### src/ppc_pkg.sv
// shared constants and types for the parallel port register core
package ppc_pkg;
    // byte port offsets from the base address
    localparam logic [2:0] OFS_DATA   = 3'h0;
    localparam logic [2:0] OFS_STATUS = 3'h1;
    localparam logic [2:0] OFS_CTRL   = 3'h2;
    localparam logic [2:0] OFS_EADDR  = 3'h3;
    localparam logic [2:0] OFS_EDATA0 = 3'h4;
    localparam logic [2:0] OFS_EDATA3 = 3'h7;
    // status port bit positions
    localparam int ST_TIMEOUT   = 0;
    localparam int ST_FAULT     = 3;
    localparam int ST_ONLINE    = 4;
    localparam int ST_PAPER_OUT = 5;
    localparam int ST_ACCEPT    = 6;
    localparam int ST_NOT_OCC   = 7;
    // control port bit positions
    localparam int CT_PRINT     = 0;
    localparam int CT_LINE_ADV  = 1;
    localparam int CT_REINIT    = 2;
    localparam int CT_CHOOSE    = 3;
    localparam int CT_IRQ_ALLOW = 4;
    localparam int CT_DIR       = 5;
    localparam int CT_WIDTH     = 6;
    // reset values, and the byte read from an unmapped port
    localparam logic [7:0]          DATA_RST  = 8'h00;
    localparam logic [CT_WIDTH-1:0] CTRL_RST  = 6'h00;
    localparam logic [7:0]          UNMAP_RD  = 8'hff;
    // buffer entry: {address cycle, write cycle, byte}
    localparam int ENT_W = 10;
    // watchdog on an enhanced cycle
    localparam int CLK_PERIOD_NS = 100;
    localparam int TIMEOUT_NS    = 10000;
    // longest time rounds down, never below one cycle
    localparam int TIMEOUT_RAW  = TIMEOUT_NS / CLK_PERIOD_NS;
    localparam int TIMEOUT_CYC  = (TIMEOUT_RAW < 1) ? 1 : TIMEOUT_RAW;
    localparam int TCNT_W       = 8;
    localparam logic [TCNT_W-1:0] TIMEOUT_LAST =
        TCNT_W'(TIMEOUT_CYC - 1);
    // port operating modes
    typedef enum logic [1:0] {
        MODE_PRINTER = 2'b00,
        MODE_BIDIR   = 2'b01,
        MODE_EPP     = 2'b10,
        MODE_ECP     = 2'b11
    } ppc_mode_t;
    // enhanced cycle engine states
    typedef enum logic [1:0] {
        ES_IDLE   = 2'b00,
        ES_STROBE = 2'b01,
        ES_FINISH = 2'b10
    } ppc_eng_t;
    // offsets that only exist in enhanced mode
    function automatic logic epp_only(input logic [2:0] ofs);
        epp_only = (ofs >= OFS_EADDR);
    endfunction
endpackage

### src/ppc_core.sv
// parallel port register core: host byte ports, status, control, epp
`timescale 1ns/1ns
module ppc_core (
    input  wire logic              clk_sys_in,
    input  wire logic              rst_n_in,
    input  wire ppc_pkg::ppc_mode_t mode_in,
    input  wire logic [2:0]        host_addr_in,
    input  wire logic [7:0]        host_data_in,
    output logic      [7:0]        host_data_out,
    output logic                   host_data_oe_n_out,
    input  wire logic              host_write_strobe_n_in,
    input  wire logic              host_read_strobe_n_in,
    output logic                   host_ready_out,
    output logic                   irq_out,
    input  wire logic [7:0]        port_data_lines_in,
    output logic      [7:0]        port_data_lines_out,
    output logic                   port_data_lines_oe_n_out,
    input  wire logic              printer_fault_pin_in,
    input  wire logic              online_in,
    input  wire logic              paper_out_in,
    input  wire logic              char_accept_in,
    input  wire logic              busy_in,
    input  wire logic              epp_wait_n_in,
    output logic                   print_pulse_pin_out,
    output logic                   line_advance_pin_out,
    output logic                   printer_reinit_out,
    output logic                   device_choose_pin_out,
    output logic                   epp_data_strobe_n_out,
    output logic                   epp_addr_strobe_n_out,
    output logic                   epp_write_n_out
);
    import ppc_pkg::*;

    ////////////////////////////////////////////////////////////////////
    // pin synchronisers
    localparam int SW = 27;
    localparam logic [SW-1:0] SYNC_INIT = {2'b11, 25'h0000001};
    logic [SW-1:0] sync_q;           // synchronised pin group
    logic          wr_n_s;           // host write strobe, synced
    logic          rd_n_s;           // host read strobe, synced
    logic [2:0]    addr_s;           // host address, synced
    logic [7:0]    hdata_s;          // host data bus, synced
    logic [7:0]    pdata_s;          // port lines, synced
    logic          fault_s;
    logic          online_s;
    logic          paper_s;
    logic          accept_s;
    logic          busy_s;
    logic          wait_n_s;         // peripheral wait, synced

    // every host bus and printer pin crosses two flops first; mode_in is used as it comes
    ppc_sync #(.W(SW), .INIT(SYNC_INIT)) u_sync (
        .clk_sys_in (clk_sys_in),
        .rst_n_in   (rst_n_in),
        .async_in   ({host_write_strobe_n_in, host_read_strobe_n_in,
                      host_addr_in, host_data_in, port_data_lines_in,
                      printer_fault_pin_in, online_in, paper_out_in,
                      char_accept_in, busy_in, epp_wait_n_in}),
        .sync_out   (sync_q)
    );
    assign {wr_n_s, rd_n_s, addr_s, hdata_s, pdata_s, fault_s, online_s,
            paper_s, accept_s, busy_s, wait_n_s} = sync_q;

    ////////////////////////////////////////////////////////////////////
    // strobe edges
    logic wr_n_d;      // write strobe, one cycle older
    logic rd_n_d;      // read strobe, one cycle older
    logic accept_d;    // accept input, one cycle older
    logic wr_end;      // write strobe rising: data taken here
    logic rd_start;    // read strobe falling: sample here
    logic accept_rise;
    logic is_epp;
    logic reachable;   // addressed port exists in this mode

    // edge history
    always_ff @(posedge clk_sys_in) begin
        if (!rst_n_in) begin
            wr_n_d   <= 1'b1;
            rd_n_d   <= 1'b1;
            accept_d <= 1'b0;
        end else begin
            wr_n_d   <= wr_n_s;
            rd_n_d   <= rd_n_s;
            accept_d <= accept_s;
        end
    end

    assign wr_end      = wr_n_s && !wr_n_d;
    assign rd_start    = !rd_n_s && rd_n_d;
    assign accept_rise = accept_s && !accept_d;
    assign is_epp      = (mode_in == MODE_EPP);
    assign reachable   = !epp_only(addr_s) || is_epp;

    ////////////////////////////////////////////////////////////////////
    // data and control registers
    logic [7:0]          data_latch;  // port_data_latch
    logic [CT_WIDTH-1:0] ctrl;        // printer_control bits 0..5
    logic                wr_data;
    logic                wr_status;
    logic                wr_ctrl;

    assign wr_data   = wr_end && (addr_s == OFS_DATA);
    assign wr_status = wr_end && (addr_s == OFS_STATUS) && is_epp;
    assign wr_ctrl   = wr_end && (addr_s == OFS_CTRL);

    // data latch takes the bus byte at the end of the write
    always_ff @(posedge clk_sys_in) begin
        if (!rst_n_in) begin
            data_latch <= DATA_RST;
        end else if (wr_data) begin
            data_latch <= hdata_s;
        end
    end

    // only six control bits have storage; 6 and 7 do not exist
    always_ff @(posedge clk_sys_in) begin
        if (!rst_n_in) begin
            ctrl <= CTRL_RST;
        end else if (wr_ctrl) begin
            ctrl <= hdata_s[CT_WIDTH-1:0];
        end
    end

    // printer side control pins
    assign print_pulse_pin_out   = ~ctrl[CT_PRINT];
    assign line_advance_pin_out  = ~ctrl[CT_LINE_ADV];
    assign printer_reinit_out    = ctrl[CT_REINIT];
    assign device_choose_pin_out = ~ctrl[CT_CHOOSE];

    ////////////////////////////////////////////////////////////////////
    // interrupt: one clock pulse per accept rising edge while the irq allow control bit is set
    always_ff @(posedge clk_sys_in) begin
        if (!rst_n_in) begin
            irq_out <= 1'b0;
        end else begin
            irq_out <= ctrl[CT_IRQ_ALLOW] && accept_rise;
        end
    end

    ////////////////////////////////////////////////////////////////////
    // enhanced cycle request buffer and engine
    logic              req_valid;   // host asks for an enhanced cycle
    logic              req_ready;   // buffer can take it
    logic [ENT_W-1:0]  req_ent;
    logic              eng_valid;
    logic              eng_ready;
    logic [ENT_W-1:0]  eng_ent;
    logic [ENT_W-1:0]  cur;          // entry in flight
    ppc_eng_t          eng_state;
    logic [TCNT_W-1:0] tcnt;         // watchdog count
    logic              timeout_hit;
    logic              eng_done;     // read cycle finished this clock
    logic [7:0]        epp_rd_byte;  // byte caught from the lines
    logic              rd_wait;      // host read waits on the engine
    logic              cur_write;

    // writes push on strobe end, reads push on strobe start
    assign req_valid = is_epp && epp_only(addr_s) && (wr_end || rd_start);
    assign req_ent   = {addr_s == OFS_EADDR, wr_end, hdata_s};
    // with direction set to input a write runs as a read
    assign cur_write = cur[8] && !ctrl[CT_DIR];
    assign eng_ready = (eng_state == ES_IDLE);
    assign timeout_hit = (eng_state == ES_STROBE) && !wait_n_s
                         && (tcnt == TIMEOUT_LAST);

    ppc_buf2 #(.W(ENT_W)) u_buf (
        .clk_sys_in    (clk_sys_in),
        .rst_n_in      (rst_n_in),
        .in_valid_in   (req_valid),
        .in_ready_out  (req_ready),
        .in_data_in    (req_ent),
        .out_valid_out (eng_valid),
        .out_ready_in  (eng_ready),
        .out_data_out  (eng_ent)
    );

    // engine: strobe until the peripheral releases wait, or give up
    always_ff @(posedge clk_sys_in) begin
        if (!rst_n_in) begin
            eng_state   <= ES_IDLE;
            cur         <= '0;
            tcnt        <= '0;
            eng_done    <= 1'b0;
            epp_rd_byte <= 8'h00;
        end else begin
            eng_done <= 1'b0;
            case (eng_state)
                ES_IDLE: begin
                    tcnt <= '0;
                    if (eng_valid) begin
                        cur       <= eng_ent;
                        eng_state <= ES_STROBE;
                    end
                end
                ES_STROBE: begin
                    tcnt <= tcnt + 1'b1;
                    if (wait_n_s) begin
                        epp_rd_byte <= pdata_s;
                        eng_done    <= !cur_write;
                        eng_state   <= ES_FINISH;
                    end else if (timeout_hit) begin
                        eng_done  <= !cur_write;
                        eng_state <= ES_IDLE;
                    end
                end
                ES_FINISH: begin
                    eng_state <= ES_IDLE;
                end
                default: begin
                    eng_state <= ES_IDLE;
                end
            endcase
        end
    end

    // strobes and write line from the engine state
    assign epp_data_strobe_n_out = !((eng_state == ES_STROBE) && !cur[9]);
    assign epp_addr_strobe_n_out = !((eng_state == ES_STROBE) && cur[9]);
    assign epp_write_n_out       = !((eng_state != ES_IDLE) && cur_write);

    ////////////////////////////////////////////////////////////////////
    // timeout flag: hardware set beats a software clear
    logic tmo_flag; // epp_timeout_flag

    always_ff @(posedge clk_sys_in) begin
        if (!rst_n_in) begin
            tmo_flag <= 1'b0;
        end else if (timeout_hit) begin
            tmo_flag <= 1'b1;
        end else if (wr_status && hdata_s[ST_TIMEOUT]) begin
            tmo_flag <= 1'b0;
        end
    end

    ////////////////////////////////////////////////////////////////////
    // host read path
    logic [7:0] status_now; // printer_state as it stands
    logic [7:0] next_rd;    // value captured at read start

    // bits 1 and 2 have no storage
    always_comb begin
        status_now               = 8'h00;
        status_now[ST_TIMEOUT]   = tmo_flag && is_epp;
        status_now[ST_FAULT]     = fault_s;
        status_now[ST_ONLINE]    = online_s;
        status_now[ST_PAPER_OUT] = paper_s;
        status_now[ST_ACCEPT]    = accept_s;
        status_now[ST_NOT_OCC]   = !busy_s;
    end

    // mux of every port; enhanced data comes later from the engine
    always_comb begin
        case (addr_s)
            OFS_DATA:   next_rd = pdata_s;
            OFS_STATUS: next_rd = status_now;
            OFS_CTRL:   next_rd = {2'b00, ctrl};
            default:    next_rd = reachable ? 8'h00 : UNMAP_RD;
        endcase
    end

    // output latch holds for the read cycle; an enhanced read reloads it once when the engine finishes
    always_ff @(posedge clk_sys_in) begin
        if (!rst_n_in) begin
            host_data_out <= 8'h00;
            rd_wait       <= 1'b0;
        end else if (rd_start) begin
            host_data_out <= next_rd;
            rd_wait       <= req_valid;
        end else if (eng_done && rd_wait) begin
            host_data_out <= epp_rd_byte;
            rd_wait       <= 1'b0;
        end
    end

    // bus driven only while the read strobe is low
    assign host_data_oe_n_out = rd_n_s;

    // stall the host while a read waits or the buffer is full;
    // wiring this to the host bus is up to the integrator
    assign host_ready_out = req_ready && !rd_wait && !req_valid;

    ////////////////////////////////////////////////////////////////////
    // port data lines
    logic engine_reads; // enhanced read holds the lines released

    assign engine_reads = (eng_state != ES_IDLE) && !cur_write;
    assign port_data_lines_out = (eng_state != ES_IDLE)
                                 ? cur[7:0] : data_latch;
    always_comb begin
        if (mode_in == MODE_PRINTER) begin
            port_data_lines_oe_n_out = 1'b0;
        end else begin
            port_data_lines_oe_n_out = ctrl[CT_DIR] || engine_reads;
        end
    end
endmodule

### src/ppc_sync.sv
// two-stage synchroniser for a group of asynchronous pins
`timescale 1ns/1ns
module ppc_sync #(
    parameter int         W     = 1,
    parameter logic [W-1:0] INIT = '0
) (
    input  wire logic         clk_sys_in,
    input  wire logic         rst_n_in,
    input  wire logic [W-1:0] async_in,
    output logic      [W-1:0] sync_out
);
    logic [W-1:0] meta; // first stage, read only by the second

    // first stage catches the pin, second feeds logic
    always_ff @(posedge clk_sys_in) begin
        if (!rst_n_in) begin
            meta     <= INIT;
            sync_out <= INIT;
        end else begin
            meta     <= async_in;
            sync_out <= meta;
        end
    end
endmodule

### src/ppc_buf2.sv
// two-entry valid/ready buffer for enhanced cycle requests
`timescale 1ns/1ns
module ppc_buf2 #(
    parameter int W = 8
) (
    input  wire logic         clk_sys_in,
    input  wire logic         rst_n_in,
    input  wire logic         in_valid_in,
    output logic              in_ready_out,
    input  wire logic [W-1:0] in_data_in,
    output logic              out_valid_out,
    input  wire logic         out_ready_in,
    output logic      [W-1:0] out_data_out
);
    logic [W-1:0] mem [2]; // storage words
    logic         rd_ptr;  // head slot
    logic         wr_ptr;  // tail slot
    logic [1:0]   count;   // words held
    logic         push;
    logic         pop;

    assign in_ready_out  = (count != 2'd2);
    assign out_valid_out = (count != 2'd0);
    assign push          = in_valid_in && in_ready_out;
    assign pop           = out_valid_out && out_ready_in;
    assign out_data_out  = mem[rd_ptr];

    // storage write, no reset needed on data
    always_ff @(posedge clk_sys_in) begin
        if (push) begin
            mem[wr_ptr] <= in_data_in;
        end
    end

    // pointers and occupancy
    always_ff @(posedge clk_sys_in) begin
        if (!rst_n_in) begin
            rd_ptr <= 1'b0;
            wr_ptr <= 1'b0;
            count  <= 2'd0;
        end else begin
            if (push) begin
                wr_ptr <= ~wr_ptr;
            end
            if (pop) begin
                rd_ptr <= ~rd_ptr;
            end
            count <= count + {1'b0, push} - {1'b0, pop};
        end
    end
endmodule

### config.mk
export PLATFORM = sky130hd
export DESIGN_NAME = ppc_core
export DESIGN_NICKNAME = d
export VERILOG_FILES = /design/src/ppc_pkg.sv /design/src/ppc_core.sv /design/src/ppc_sync.sv /design/src/ppc_buf2.sv
export SDC_FILE = /design/constraint.sdc
export NUM_CORES = 1
export LEC_CHECK = 0
export ABC_CLOCK_PERIOD_IN_PS = 2800
export BUFFER_PORTS_ARGS = -buffer_cell sky130_fd_sc_hd__buf_2
export CAP_MARGIN = 20
export CELL_PAD_IN_SITES_DETAIL_PLACEMENT = 0
export CELL_PAD_IN_SITES_GLOBAL_PLACEMENT = 1
export CORE_AREA = 8 8 88 150
export CTS_BUF_LIST = sky130_fd_sc_hd__clkbuf_16
export DETAILED_ROUTE_END_ITERATION = 16
export DIE_AREA = 0 0 96 158
export PLACE_DENSITY = 0.76
export REMOVE_ABC_BUFFERS = 1
export SYNTH_ARGS = -nofsm -noshare
export SYNTH_HDL_FRONTEND = slang
export SYNTH_SLANG_ARGS = --single-unit
### constraint.sdc
create_clock -name clk_sys_in -period 2.8 [get_ports clk_sys_in]
set_input_delay 0.28 -clock clk_sys_in [delete_from_list [all_inputs] [get_ports clk_sys_in]]
set_output_delay 0.28 -clock clk_sys_in [all_outputs]
set_load 0.01 [all_outputs]
==> results.yml <==
setup_path:
  path_class: "reg -> out"
  max_stage_delay_ps: 610
  path_cells: "a21oi_1 > a211oi_1 > nor3_1 > buf_2"
  cp_data_arrival_time_ps: 1860
  cp-start-kind: "register"
  critPathRequiredTime_ps: 2520
  cp_top_family: "flip-flops"
  cp-end-kind: "output port"
  crit_buf_inv: 1
  cp_slowest_cell: "dfxtp_1"
  worst-path-max-fanout: 13
clock_network:
  cts_max_path_buffers: 2
  clk_latency_ps: 410
  cts_buffers: 17
  cts_setup_buffers: 0
  cts_hold_buf: 0
  cts-root-buf: "clkbuf_16"
  h-tree-depth: 4
  clkTransAtPathRegs_ps: 60
  cts_tree: "done"
  cts_sinks: 135
  cts.repair.resized: 0
sta:
  clock.fmax_ghz: 0.466
  setup_viol: 0
  max_slew_margin: 0.409
  tns_ps: 0
  rsz0062_at_grt: "no"
  finalCriticalPeriod_ps: 2140
  slew_violations: 0
  tightest_slew_ps: 880
  hold_viol_final: 0
  fin_skew_ps: 6.49
  fin_crit_sh: 0.766
logic_synthesis:
  yosysWarnings: 0
  synthTopCellsByArea: "dfxtp_1 47%, edfxtp_1 12%, mux2i_1 6.5%, and2_1 6.5%, nor2_1 3.1%"
  synthArstFlopShare: 0
  synth_area_mm2: 0.00491
  synth_edf_count: 20
  ys_ff_latch: 135
  postSynthAreaPerCell_um2: 11.1
  synthCells: 443
  yosysTopAreaCellShare: 0.469
  synth_ff_type: "dfxtp_1"
  yosysTopAreaCell: "dfxtp_1"
  synthDistinctLibCells: 55
  synth-seq-area-share: 0.591
power_and_ir_drop:
  leakage_nw: 2.35
  peakVddDrop_v: 0.000518
  p_per_area_mw_per_mm2: 828
  total_power_w: 0.00487
placement:
  gp_congestion: 0.777
  dpl.hpwl_um: 7230
  port_buffers: 57
floorplanning:
  initial_utilization: 0.436
  fp-row-count: 52
  dieArea_mm2: 0.0152
  die_width_um: 96
  die_y_um: 158
  io_pins: 58
  core_region_area_mm2: 0.0113
drt:
  routedWlPerCell_um: 15.3
  wl_um: 10000
  drtIter0Drc: 128
  drc: 0
  vias: 3243
  viasPerCell: 4.97
  drt.antenna.violating_nets: 0
  first_pass_iters: 4
global_route:
  grt_first_pass_wirelength_um: 16300
  antenna_found_initial: 0
  overflow: 0
  grt_start_max_net_pins: 46
  grtUsageTotal: 0.143
  grt_pass1_vias: 3391
finish:
  n_antenna_cell: 0
  layout-drive-gt1-share: 0.215
  area_growth_pct: 19.7
  mostFrequentLayoutCells: "115 x dfxtp_1, 57 x buf_2, 51 x and2_1"
  final_common_cell: "dfxtp_1"
  fillCellCount: 1006
  nNetsFinal: 537
outcome:
  status: "completed"
min_path:
  hold_class: "in -> reg"
run:
  maxCapViolations: 0
==> state kept, by name, summed over array words and instances (netlist names), 2 cells and up <==
signal / cells
u_sync.meta: 27
u_sync.sync_out: 27
u_buf.mem: 20
cur: 10
data_latch: 8
epp_rd_byte: 8
host_data_out: 8
tcnt: 8
ctrl: 6
eng_state: 2
u_buf.count: 2
==> final timing paths <==
kind	slack, ps	cells past startpoint	to	startpoint
hold reg to reg	410	1	u_sync.sync_out[25]$_SDFF_PN1_	u_sync.meta[25]$_SDFF_PN1_
setup / recovery	660	4	host_ready_out	u_sync.sync_out[22]$_SDFF_PN0_
hold / removal	50	2	u_sync.meta[0]$_SDFF_PN1_	epp_wait_n_in
setup reg to reg	710	3	u_buf.mem[1][9]$_DFFE_PP_	u_sync.sync_out[22]$_SDFF_PN0_
==> synthesized netlist by cell type, types with 2 or more instances <==
master	n
dfxtp_1	115
and2_1	51
nor2_1	41
mux2i_1	32
nand2_1	27
edfxtp_1	20
nand2b_1	14
clkbuf_1	13
nand3_1	13
a211oi_1	12
a21oi_1	11
mux2_2	8
buf_2	6
inv_1	6
nor2b_1	5
o21ai_1	5
xnor2_1	5
a221oi_1	4
mux2_1	4
xor2_1	4
a2bb2oi_1	3
and3_1	3
nor3_1	3
and4_1	2
buf_4	2
ha_1	2
inv_2	2
nand3b_1	2
o21a_1	2
==> cells by family after synthesis <==
family          after synthesis  share of synthesized area
simple gates                171                      0.188
mux                          44                     0.0928
fa+ha+maj                     2                    0.00510
compound gates               51                     0.0785
buf+inv                      31                     0.0283
flops                       135                      0.591
xor+xnor                      9                     0.0161
==> stage by stage <==
step                cell area, µm²  hold slack [ps]   util  worst slack [ps]  cells
finish                        5880             49.9  0.522               655    652
global route                  5880             48.3  0.522               546    652
global placement              5320              399  0.472               760    620
CTS                           5880             33.5  0.522               667    652
floorplan                     4800              353      -               332    420
detailed placement            5320              400  0.472               704    620
==> cell type report <==
type,instances,area (µm²),area share
Clock buffer,17,425,0.0724
Inverter,8,30.0,0.00511
Timing Repair Buffer,65,345,0.0587
Multi-Input combinational cell,277,1870,0.318
Sequential cell,135,2900,0.494
Clock inverter,15,138,0.0234
Tap cell,135,169,0.0287
==> power by group <==
| group | switching (W) | total, W | internal, W |
|---|---|---|---|
| clock network | 0.000801 | 0.00209 | 0.00129 |
| registers | 0.0000923 | 0.00218 | 0.00208 |
| logic | 0.000332 | 0.000599 | 0.000267 |
| total | 0.00123 | 0.00487 | 0.00364 |
==> routing by layer <==
metal  global-route usage  share of wire
met5                    0              0
met4               0.0641          0.016
met3               0.0418          0.035
met2                0.263           0.56
met1                0.140           0.39
Power figures use the tool's default switching activity.
